==> src/ftf_pkg.sv <==
// Constants and types shared by the fault table and force control block.
package ftf_pkg;
    // ------------------------------------------------------------------
    // Table sizes
    // ------------------------------------------------------------------
    localparam int FIX_N = 16;
    localparam int FIFO_N = 16;
    localparam int TOT_N = 32;
    localparam int PTS = 16;
    localparam int DIAG_N = 6;

    // ------------------------------------------------------------------
    // Register byte offsets and response codes
    // ------------------------------------------------------------------
    localparam logic [7:0] A_CTRL = 8'h00;
    localparam logic [7:0] A_STATUS = 8'h04;
    localparam logic [7:0] A_SEL = 8'h08;
    localparam logic [7:0] A_FDATA = 8'h0C;
    localparam logic [7:0] A_FCMD = 8'h10;
    localparam logic [7:0] A_MAP = 8'h14;
    localparam logic [7:0] A_HOLD = 8'h18;
    localparam logic [7:0] A_FMASK = 8'h1C;
    localparam logic [1:0] RSP_OK = 2'h0;
    localparam logic [1:0] RSP_ERR = 2'h2;

    // ------------------------------------------------------------------
    // Field positions and reset values
    // ------------------------------------------------------------------
    localparam int CTRL_CLR = 0;
    localparam int ST_EMPTY = 16;
    localparam int ST_FORCED = 17;
    localparam int ST_REJ = 18;
    localparam int ST_SEEN = 19;
    localparam int FD_PRES = 16;
    localparam int FC_IDX = 16;
    localparam int FC_SLOT = 20;
    localparam int FC_UNF = 24;
    localparam logic [4:0] MAP_RST = 5'h10;
    localparam logic [15:0] HOLD_RST = 16'h0000;

    // ------------------------------------------------------------------
    // Fault classes and self-diagnostic codes
    // ------------------------------------------------------------------
    localparam logic [1:0] CLS_UNIT = 2'h0;
    localparam logic [1:0] CLS_MODULE = 2'h1;
    localparam logic [1:0] CLS_CIRCUIT = 2'h2;
    localparam logic [1:0] CLS_SELF = 2'h3;
    localparam logic [2:0] SELF_SLOT = 3'h0;

    // ------------------------------------------------------------------
    // Timing
    // ------------------------------------------------------------------
    localparam int CLK_MHZ = 200;
    localparam int BLINK_MS = 250;
    localparam int BLINK_CYC = BLINK_MS * CLK_MHZ * 1000;

    // ------------------------------------------------------------------
    // Types
    // ------------------------------------------------------------------
    typedef struct packed {
        logic [1:0] cls;
        logic [2:0] slot;
        logic [4:0] circ;
        logic [3:0] code;
    } ftf_fault_t;

    typedef struct packed {
        logic valid;
        logic unforce;
        logic [3:0] idx;
        logic [2:0] slot;
        logic [15:0] value;
    } ftf_force_req_t;

    typedef struct packed {
        logic on;
        logic [2:0] slot;
        logic [15:0] value;
    } ftf_force_ent_t;

    typedef enum logic [1:0] {
        ST_LOAD = 2'b01,
        ST_RUN = 2'b10
    } ftf_state_t;
endpackage

==> src/ftf_blink.sv <==
// Blink generator for the I/O-enabled indicator.
`timescale 1ns/1ps
module ftf_blink import ftf_pkg::*; #(
    parameter int unsigned HALF_CYC = BLINK_CYC
) (
    // Clock and reset
    input wire logic aclk,
    input wire logic aresetn,
    // Control and indicator
    input wire logic active,
    output logic led_q
);
    logic [31:0] cnt_q;
    logic ph_q;
    logic tick;

    assign tick = (cnt_q == 32'(HALF_CYC - 1));

    always_ff @(posedge aclk) begin
        if (!aresetn || !active) begin
            cnt_q <= 32'h0000_0000;
        end else if (tick) begin
            cnt_q <= 32'h0000_0000;
        end else begin
            cnt_q <= cnt_q + 32'h0000_0001;
        end
    end

    always_ff @(posedge aclk) begin
        if (!aresetn || !active) begin
            ph_q <= 1'b1;
        end else if (tick) begin
            ph_q <= ~ph_q;
        end
    end

    // Steady on when nothing is forced, blinking otherwise.
    always_ff @(posedge aclk) begin
        if (!aresetn) begin
            led_q <= 1'b1;
        end else begin
            led_q <= active ? ph_q : 1'b1;
        end
    end
endmodule

==> src/ftf_top.sv <==
// Fault table and I/O force control of the station interface unit.
//
// Functional notes
// RULE1 - The table holds at most 32 uncleared faults.
// RULE2 - Module faults and own diagnostics enter the same table.
// RULE3 - The first 16 faults since a clear stay until the next clear.
// RULE4 - Faults 17 to 32 form a queue; a 33rd drops the oldest.
// RULE5 - Each entry carries its class: unit, module or circuit level.
// RULE6 - Own diagnostics (address, comms, controllers, memories, processor) are reported.
// RULE7 - Entries are read one at a time as first 16 and last 16.
// RULE8 - The host controller broadcasts clear-all-circuit-faults when its table clears.
// RULE9 - A clear removes entries only; a persisting condition is recorded again.
// RULE10 - A clear before first host outputs may lose module lost or extra faults.
// RULE11 - An older host zeroes its fault count and sends a clear command.
// RULE12 - Forced state comes from nonvolatile storage and survives power cycles.
// RULE13 - A forced circuit ignores field inputs and host outputs.
// RULE14 - Forces outside the configured I/O map are rejected.
// RULE15 - Force and unforce come from the handheld terminal or bus datagrams.
// RULE16 - The I/O-enabled indicator blinks while any circuit is forced.
// RULE17 - After unforce outputs follow the host, else default or hold.
// RULE18 - Deleting a module discards its forces; only other removal is unforce.
// RULE19 - A force overrides default-to-zero and hold-last-state.
// RULE20 - A hold-last-state circuit forced online keeps the forced state as last.
`timescale 1ns/1ps
module ftf_top import ftf_pkg::*; #(
    parameter int unsigned BLINK_HALF = BLINK_CYC
) (
    // Clock and reset
    input wire logic aclk,
    input wire logic aresetn,
    // AXI4-Lite slave
    input wire logic [7:0] s_axi_awaddr,
    input wire logic s_axi_awvalid,
    output logic s_axi_awready,
    input wire logic [31:0] s_axi_wdata,
    input wire logic [3:0] s_axi_wstrb,
    input wire logic s_axi_wvalid,
    output logic s_axi_wready,
    output logic [1:0] s_axi_bresp,
    output logic s_axi_bvalid,
    input wire logic s_axi_bready,
    input wire logic [7:0] s_axi_araddr,
    input wire logic s_axi_arvalid,
    output logic s_axi_arready,
    output logic [31:0] s_axi_rdata,
    output logic [1:0] s_axi_rresp,
    output logic s_axi_rvalid,
    input wire logic s_axi_rready,
    // Fault sources and clear commands
    input wire logic flt_valid,
    input wire ftf_fault_t flt_data,
    output logic flt_ready,
    input wire logic [DIAG_N-1:0] diag_lvl,
    input wire logic host_clear,
    input wire logic handheld_terminal_clear,
    // Force requests and configuration
    input wire ftf_force_req_t handheld_terminal_req,
    input wire logic cfg_del_valid,
    input wire logic [2:0] cfg_del_slot,
    // Nonvolatile force image
    input wire ftf_force_ent_t [PTS-1:0] nv_image_i,
    output ftf_force_ent_t [PTS-1:0] nv_image_o,
    output logic nv_save,
    // Point data
    input wire logic host_out_valid,
    input wire logic [PTS-1:0][15:0] host_out,
    input wire logic [PTS-1:0][15:0] field_in,
    output logic [PTS-1:0][15:0] pt_out,
    output logic [PTS-1:0][15:0] pt_in,
    output logic led_io_en
);
    // ------------------------------------------------------------------
    // Declarations
    // ------------------------------------------------------------------
    ftf_state_t st_q;
    ftf_force_ent_t [PTS-1:0] frc_q;
    logic [13:0] fix_q [FIX_N];
    logic [13:0] ff_q [FIFO_N];
    logic [4:0] fix_cnt_q, ff_cnt_q;
    logic [3:0] ff_wp_q, ff_old;
    logic [DIAG_N-1:0] diag_prev_q, diag_pend_q, diag_pick;
    logic host_seen_q, rej_q, clr_sw_q, nv_save_q;
    logic aw_have_q, w_have_q, bvalid_q, rvalid_q;
    logic [7:0] awaddr_q;
    logic [31:0] wdata_q, rdata_q;
    logic [3:0] wstrb_q;
    logic [1:0] bresp_q, rresp_q;
    logic [4:0] sel_q, map_q;
    logic [15:0] hold_q, fmask;
    ftf_force_req_t bus_req_q, req;
    logic clr, ins, ins_diag, wr_go, bus_take, req_ok, rej_evt, any_forced;
    ftf_fault_t ins_ent;
    logic [13:0] rd_ent;
    logic rd_pres;
    logic [PTS-1:0][15:0] last_q, pt_out_q, pt_in_q;

    function automatic logic [31:0] mrg(input logic [31:0] o, input logic [31:0] n, input logic [3:0] s);
        logic [31:0] r;
        r = o;
        for (int b = 0; b < 4; b++) begin
            if (s[b]) begin
                r[8*b +: 8] = n[8*b +: 8];
            end
        end
        return r;
    endfunction

    // ------------------------------------------------------------------
    // Start-up: restore forces from nonvolatile storage
    // ------------------------------------------------------------------
    always_ff @(posedge aclk) begin
        if (!aresetn) begin
            st_q <= ST_LOAD;
        end else begin
            case (st_q)
                ST_LOAD: st_q <= ST_RUN;
                ST_RUN: st_q <= ST_RUN;
                default: st_q <= ST_LOAD;
            endcase
        end
    end

    // ------------------------------------------------------------------
    // Fault table insertion and clear
    // ------------------------------------------------------------------
    // Any of the three clear sources empties the table; a clear before the first host
    // outputs therefore also drops module lost or extra faults seen so far (see RULE10).
    assign clr = host_clear | handheld_terminal_clear | clr_sw_q; // see RULE8 see RULE11
    // A fault offered during a clear waits until the clear ends instead of vanishing with the table.
    assign flt_ready = (st_q == ST_RUN) && !clr;
    assign diag_pick = diag_pend_q & (~diag_pend_q + DIAG_N'(1));
    assign ins_diag = !flt_valid && (diag_pend_q != '0) && (st_q == ST_RUN) && !clr;
    assign ins = (flt_valid && flt_ready) || ins_diag; // see RULE2

    always_comb begin
        ins_ent = flt_data; // see RULE5
        if (!flt_valid) begin
            ins_ent.cls = CLS_SELF; // see RULE6
            ins_ent.slot = SELF_SLOT;
            ins_ent.circ = 5'h00;
            ins_ent.code = 4'h0;
            for (int k = 0; k < DIAG_N; k++) begin
                if (diag_pick[k]) begin
                    ins_ent.code = 4'(k);
                end
            end
        end
    end

    always_ff @(posedge aclk) begin
        if (!aresetn || clr) begin
            fix_cnt_q <= 5'h00; // see RULE9
            ff_cnt_q <= 5'h00;
            ff_wp_q <= 4'h0;
        end else if (ins) begin
            if (fix_cnt_q < 5'(FIX_N)) begin
                fix_q[fix_cnt_q[3:0]] <= ins_ent; // see RULE3
                fix_cnt_q <= fix_cnt_q + 5'h01;
            end else begin
                ff_q[ff_wp_q] <= ins_ent; // see RULE4
                ff_wp_q <= ff_wp_q + 4'h1;
                if (ff_cnt_q < 5'(FIFO_N)) begin
                    ff_cnt_q <= ff_cnt_q + 5'h01; // see RULE1
                end
            end
        end
    end

    // Edge-detected diagnostics; a clear re-arms every condition still present.
    always_ff @(posedge aclk) begin
        if (!aresetn) begin
            diag_prev_q <= '0;
            diag_pend_q <= '0;
        end else if (clr) begin
            diag_prev_q <= diag_lvl;
            diag_pend_q <= diag_lvl; // see RULE9
        end else begin
            diag_prev_q <= diag_lvl;
            diag_pend_q <= (diag_pend_q & ~(ins_diag ? diag_pick : '0)) | (diag_lvl & ~diag_prev_q);
        end
    end

    always_ff @(posedge aclk) begin
        if (!aresetn) begin
            host_seen_q <= 1'b0;
        end else if (host_out_valid) begin
            host_seen_q <= 1'b1;
        end
    end

    // Read side: set 0 is the fixed part, set 1 the queue from its oldest entry.
    assign ff_old = ff_wp_q - ff_cnt_q[3:0];
    always_comb begin
        if (sel_q[4]) begin
            rd_pres = {1'b0, sel_q[3:0]} < ff_cnt_q; // see RULE7
            rd_ent = ff_q[ff_old + sel_q[3:0]];
        end else begin
            rd_pres = {1'b0, sel_q[3:0]} < fix_cnt_q;
            rd_ent = fix_q[sel_q[3:0]];
        end
    end

    // ------------------------------------------------------------------
    // Force table
    // ------------------------------------------------------------------
    // The handheld terminal wins a tie; a bus request simply waits until the handheld request drops.
    assign bus_take = bus_req_q.valid && !handheld_terminal_req.valid && (st_q == ST_RUN);
    assign req = handheld_terminal_req.valid ? handheld_terminal_req : bus_req_q; // see RULE15
    assign req_ok = {1'b0, req.idx} < map_q; // see RULE14
    assign rej_evt = req.valid && (st_q == ST_RUN) && !req_ok;

    always_ff @(posedge aclk) begin
        if (!aresetn) begin
            frc_q <= '0;
            nv_save_q <= 1'b0;
        end else if (st_q == ST_LOAD) begin
            frc_q <= nv_image_i; // see RULE12
            nv_save_q <= 1'b0;
        end else begin
            nv_save_q <= 1'b0;
            if (req.valid && req_ok) begin
                frc_q[req.idx].on <= !req.unforce; // see RULE17
                frc_q[req.idx].slot <= req.slot;
                frc_q[req.idx].value <= req.value;
                nv_save_q <= 1'b1;
            end
            if (cfg_del_valid) begin
                for (int i = 0; i < PTS; i++) begin
                    if (frc_q[i].slot == cfg_del_slot) begin
                        frc_q[i].on <= 1'b0; // see RULE18
                    end
                end
                nv_save_q <= 1'b1;
            end
        end
    end
    assign nv_image_o = frc_q;
    assign nv_save = nv_save_q;

    // ------------------------------------------------------------------
    // Point data paths
    // ------------------------------------------------------------------
    genvar g;
    generate
        for (g = 0; g < PTS; g++) begin : g_pt
            assign fmask[g] = frc_q[g].on;
            always_ff @(posedge aclk) begin
                if (!aresetn) begin
                    last_q[g] <= 16'h0000;
                    pt_out_q[g] <= 16'h0000;
                    pt_in_q[g] <= 16'h0000;
                end else begin
                    if (frc_q[g].on) begin
                        last_q[g] <= frc_q[g].value; // see RULE20
                        pt_out_q[g] <= frc_q[g].value; // see RULE13 see RULE19
                        pt_in_q[g] <= frc_q[g].value;
                    end else begin
                        if (host_out_valid) begin
                            last_q[g] <= host_out[g];
                            pt_out_q[g] <= host_out[g]; // see RULE17
                        end else begin
                            pt_out_q[g] <= hold_q[g] ? last_q[g] : 16'h0000;
                        end
                        pt_in_q[g] <= field_in[g];
                    end
                end
            end
        end
    endgenerate
    assign pt_out = pt_out_q;
    assign pt_in = pt_in_q;
    assign any_forced = |fmask;

    ftf_blink #(.HALF_CYC(BLINK_HALF)) u_blink (
        .aclk(aclk),
        .aresetn(aresetn),
        .active(any_forced), // see RULE16
        .led_q(led_io_en)
    );

    // ------------------------------------------------------------------
    // AXI4-Lite write path
    // ------------------------------------------------------------------
    assign s_axi_awready = !aw_have_q;
    assign s_axi_wready = !w_have_q;
    assign wr_go = aw_have_q && w_have_q && !bvalid_q;

    always_ff @(posedge aclk) begin
        if (!aresetn) begin
            aw_have_q <= 1'b0;
            w_have_q <= 1'b0;
            bvalid_q <= 1'b0;
            awaddr_q <= 8'h00;
            wdata_q <= 32'h0000_0000;
            wstrb_q <= 4'h0;
            bresp_q <= RSP_OK;
            sel_q <= 5'h00;
            map_q <= MAP_RST;
            hold_q <= HOLD_RST;
            clr_sw_q <= 1'b0;
            rej_q <= 1'b0;
            bus_req_q <= '0;
        end else begin
            clr_sw_q <= 1'b0;
            if (bus_take) begin
                bus_req_q.valid <= 1'b0;
            end
            if (s_axi_awvalid && !aw_have_q) begin
                aw_have_q <= 1'b1;
                awaddr_q <= s_axi_awaddr;
            end
            if (s_axi_wvalid && !w_have_q) begin
                w_have_q <= 1'b1;
                wdata_q <= s_axi_wdata;
                wstrb_q <= s_axi_wstrb;
            end
            if (bvalid_q && s_axi_bready) begin
                bvalid_q <= 1'b0;
            end
            if (wr_go) begin
                aw_have_q <= 1'b0;
                w_have_q <= 1'b0;
                bvalid_q <= 1'b1;
                bresp_q <= RSP_OK;
                case (awaddr_q)
                    A_CTRL: clr_sw_q <= wstrb_q[0] & wdata_q[CTRL_CLR];
                    A_STATUS: ;
                    A_SEL: sel_q <= 5'(mrg({27'h0, sel_q}, wdata_q, wstrb_q));
                    A_MAP: map_q <= 5'(mrg({27'h0, map_q}, wdata_q, wstrb_q));
                    A_HOLD: hold_q <= 16'(mrg({16'h0, hold_q}, wdata_q, wstrb_q));
                    A_FCMD: begin
                        bus_req_q.valid <= 1'b1; // see RULE15
                        bus_req_q.unforce <= wdata_q[FC_UNF];
                        bus_req_q.idx <= wdata_q[FC_IDX +: 4];
                        bus_req_q.slot <= wdata_q[FC_SLOT +: 3];
                        bus_req_q.value <= wdata_q[15:0];
                    end
                    A_FDATA, A_FMASK: ;
                    default: bresp_q <= RSP_ERR;
                endcase
            end
            // A rejection in the same cycle as its clear keeps the flag set.
            if (wr_go && awaddr_q == A_STATUS && wstrb_q[2] && wdata_q[ST_REJ]) begin
                rej_q <= 1'b0;
            end
            if (rej_evt) begin
                rej_q <= 1'b1; // see RULE14
            end
        end
    end
    assign s_axi_bvalid = bvalid_q;
    assign s_axi_bresp = bresp_q;

    // ------------------------------------------------------------------
    // AXI4-Lite read path
    // ------------------------------------------------------------------
    assign s_axi_arready = !rvalid_q;
    always_ff @(posedge aclk) begin
        if (!aresetn) begin
            rvalid_q <= 1'b0;
            rdata_q <= 32'h0000_0000;
            rresp_q <= RSP_OK;
        end else if (s_axi_arvalid && !rvalid_q) begin
            rvalid_q <= 1'b1;
            rresp_q <= RSP_OK;
            rdata_q <= 32'h0000_0000;
            case (s_axi_araddr)
                A_CTRL: ;
                A_STATUS: begin
                    rdata_q[4:0] <= fix_cnt_q;
                    rdata_q[12:8] <= ff_cnt_q;
                    rdata_q[ST_EMPTY] <= (fix_cnt_q == 5'h00); // see RULE7
                    rdata_q[ST_FORCED] <= any_forced;
                    rdata_q[ST_REJ] <= rej_q;
                    rdata_q[ST_SEEN] <= host_seen_q;
                end
                A_SEL: rdata_q[4:0] <= sel_q;
                A_FDATA: rdata_q <= {15'h0, rd_pres, 2'h0, rd_pres ? rd_ent : 14'h0};
                A_FCMD: ;
                A_MAP: rdata_q[4:0] <= map_q;
                A_HOLD: rdata_q[15:0] <= hold_q;
                A_FMASK: rdata_q[15:0] <= fmask;
                default: rresp_q <= RSP_ERR;
            endcase
        end else if (rvalid_q && s_axi_rready) begin
            rvalid_q <= 1'b0;
        end
    end
    assign s_axi_rvalid = rvalid_q;
    assign s_axi_rdata = rdata_q;
    assign s_axi_rresp = rresp_q;
endmodule

==> config.mk <==
export PLATFORM = sky130hd
export DESIGN_NAME = ftf_top
export DESIGN_NICKNAME = d
export VERILOG_FILES = /design/src/ftf_pkg.sv /design/src/ftf_blink.sv /design/src/ftf_top.sv
export SDC_FILE = /design/constraint.sdc
export NUM_CORES = 2
export LEC_CHECK = 0
export ABC_CLOCK_PERIOD_IN_PS = 6700
export BUFFER_PORTS_ARGS = -buffer_cell sky130_fd_sc_hd__buf_2
export CORE_AREA = 2 2 699 701
export DETAILED_ROUTE_END_ITERATION = 16
export DIE_AREA = 0 0 701 703
export HOLD_SLACK_MARGIN = 0.15
export MAX_ROUTING_LAYER = met4
export PLACE_DENSITY_LB_ADDON = 0.2
export SYNTH_ARGS = -nofsm -noshare
export SYNTH_HDL_FRONTEND = slang
export SYNTH_SLANG_ARGS = --single-unit
export TNS_END_PERCENT = 100
==> constraint.sdc <==
create_clock -name aclk -period 6.7 [get_ports aclk]
set_input_delay 0.67 -clock aclk [delete_from_list [all_inputs] [get_ports aclk]]
set_output_delay 0.67 -clock aclk [all_outputs]
set_load 0.03 [all_outputs]
==> flow_summary.json <==
{
  "status": "finished, violations left",
  "violations": "capacitance limit",
  "viasPerCell": 4.099,
  "synth_cell_types": 86,
  "finalNonFillerCells": 15070,
  "fin_util_pct": 20.24,
  "first_global_vias": 60304,
  "worstHoldStart": "field_in[244]",
  "grt_max_degree": 99,
  "endpoint_kind": "flop",
  "reg2reg_slack_ns": 2.58,
  "htreeDepth": 4,
  "ys_seq_area_share_pct": 59.19,
  "clkTransAtPathRegs_ns": 0.06,
  "wl_per_cell_um": 36.06,
  "worst_slew_pin_slew_ns": 1.477,
  "placed_area_mm2": 0.08259,
  "post-route-period-util_pct": 61.45,
  "drt_iter0_markers": 5901,
  "cts_resized": 0,
  "antenna_found_initial": 199,
  "wirelength_um": 543500,
  "cts_root_buf": "clkbuf_16",
  "rsz0062_at_grt": "false",
  "clkLatencyLatePin_ns": 0.97,
  "ys_warn_count": 0,
  "die-area_mm2": 0.4928,
  "reg2reg_depth": 8,
  "cts_tree": "done",
  "grt_remaining_overflow": 0,
  "fp.dieW_um": 701,
  "fin_nets": 9283,
  "async_flop_share_pct": 0,
  "fmax_mhz": 242.9,
  "via_count": 61772,
  "fin_total_pwr_mw": 38.59,
  "ioPinCount": 1820,
  "min_path_cells": 3,
  "min_to": "pt_in[244]",
  "synth.avg_cell_area_um2": 11.27,
  "setup-tns-final_ns": 0,
  "finalSetupViolations": 0,
  "cts_setup_buffers": 0,
  "max-vdd-ir-drop_mv": 0.2392,
  "fin_worst_skew_ns": 0.08128,
  "cap_violations": 1,
  "postSynthCellCount": 5829,
  "placed_cells": 13783,
  "layout_min_cycle_time_ns": 4.117,
  "syn_area_mm2": 0.06569,
  "yosys_register_bits": 1718,
  "crit_type": "reg2reg",
  "area_delta_synth_final_pct": 49.44,
  "finalHoldViolations": 0,
  "grt_pass1_wl_um": 673200,
  "p_leak_nw": 38.41,
  "hold_class": "in2reg",
  "synth_flop_cell": "dfxtp_1",
  "powerDensity_mw_per_mm2": 393.2,
  "gp_congestion": 1.024,
  "postRouteAntennaNets": 0,
  "r2r-start": "ff_wp_q[1]",
  "critPathMaxFanout": 56,
  "cts.sinks": 1718,
  "die_h_um": 703,
  "drc": 0,
  "clockBufferDepth": 4,
  "startpoint_type": "flop",
  "cp.required_ns": 7.47,
  "worstPathArrival_ns": 4.89,
  "slew_headroom_pct": 0.7784,
  "grt_usage_pct": 21.64,
  "drive_above_1_share_pct": 30.93,
  "dp_hpwl_um": 435500,
  "core_mm2": 0.4849,
  "synth_edf_count": 448,
  "r2r-end": "s_axi_rdata[10]",
  "cts_made_buffers": 227,
  "dr.pass1.iters": 6,
  "final_area_mm2": 0.09816,
  "rows": 256,
  "initial_core_util_pct": 13.55,
  "slew_violations": 0,
  "port_buffers": 1796
}
-- area by class of cell --
type                       instances  area (µm²)
antenna                          115       287.8
clock buffer                     308        6367
clock inverter                   115        1421
fill                           53413      386800
inverter                          63       249.0
multi-input combinational       3592       25090
sequential                      1718       38920
tap                             6450        8070
timing repair buffer            2709       17750
-- power by group --
part	leakage [nW]	internal, mW	total, mW	switching, mW
logic	20.2	3.01	11.8	8.79
clock network	3.79	7.57	13.0	5.41
registers	14.4	11.9	13.8	1.89
total	38.4	22.5	38.6	16.1
-- layout by cell type (no fill, tap or decap), types with 229 or more instances in the layout --
| cell type | instances |
|---|---|
| buf_2 | 1795 |
| dfxtp_1 | 1246 |
| dlygate4sd3_1 | 749 |
| nor2_1 | 738 |
| edfxtp_1 | 448 |
| a21oi_1 | 372 |
| nand2_1 | 343 |
| mux2i_1 | 322 |
| a22o_1 | 262 |
| o21a_1 | 259 |
| clkbuf_16 | 229 |
-- cells by family after synthesis --
kind of cell	count (synthesis)	synth area share [%]
flops	1718	59.19
compound gates	1526	16.26
xor+xnor	93	1.240
simple gates	1443	9.600
fa+ha+maj	28	0.5676
other cells	1	0.005709
mux	488	9.791
buf+inv	532	3.347
-- flip-flops by register name, summed over array words and instances (netlist names), 8 cells and up, named ones only --
| signal | flops |
|---|---|
| nv_image_o | 320 |
| pt_in | 256 |
| s_axi_rdata | 20 |
| u_blink.cnt_q | 32 |
| bus_req_q | 25 |
| hold_q | 16 |
| awaddr_q | 8 |
| fix_q | 224 |
| wdata_q | 24 |
| last_q | 256 |
| ff_q | 224 |
| pt_out | 256 |
-- critical path, cell delays in order, from the launching register on --
cell and delay, ns:
dfxtp_1 0.39, inv_1 0.14, fa_1 0.52, inv_1 0.06
fa_4 1.45, mux4_2 0.66, mux4_2 0.51, nand2_1 0.10
a221oi_1 0.08
-- synth_stat cells, types with 62 or more instances --
cell	number	area (µm²)
inv_1	62	232.7
a22o_1	262	2295
o22ai_1	64	400.4
o21a_1	259	1944
o21ai_0	156	780.8
xnor2_1	74	648.1
a21oi_1	372	1862
edfxtp_1	448	13450
mux2i_1	323	3233
mux4_2	118	2658
nand3_1	93	465.5
buf_1	65	244.0
a211oi_1	95	713.2
nor2_1	770	2890
nand2_1	350	1314
a22oi_1	112	840.8
o211ai_1	70	525.5
dfxtp_1	1270	25420
clkbuf_1	328	1231
-- per-layer routing --
metal  global-route usage, %  vias to the layer above  part of all wire, %
met1                   27.00                    31929                   43
met3                   5.040                      647                  7.0
met2                   34.05                     2855                   46
met4                   7.882                        0                  4.2
met5                       -                        -                    0
li1                        -                    26341                    -
-- per-stage QoR --
step	setup slack (ns)	hold WS, ns
2_1_floorplan	3.140	0.4175
3_3_place_gp	1.623	0.4321
3_5_place_dp	1.591	0.4396
4_1_cts	2.553	0.1503
5_1_grt	2.388	0.1718
6_report	2.583	0.2271
-- worst max path at each step --
stage	cells past startpoint	to	slack (ns)	start
3_5_place_dp	13	nv_image_o[19]	1.59	handheld_terminal_req[24]
4_1_cts	8	s_axi_rdata[10]	2.55	sel_q[1]
6_report	8	s_axi_rdata[10]	2.58	ff_wp_q[1]
5_1_grt	13	nv_image_o[291]	2.39	handheld_terminal_req[24]
2_1_floorplan	13	nv_image_o[239]	3.14	handheld_terminal_req[24]
3_3_place_gp	13	nv_image_o[19]	1.62	handheld_terminal_req[24]
-- timing repair --
| item | CTS | global route |
|---|---|---|
| setup endpoints to repair | 0 | 0 |
| hold endpoints to repair | 884 | 0 |
| hold buffers | 749 | 0 |
(Power assumes the default switching activity.)
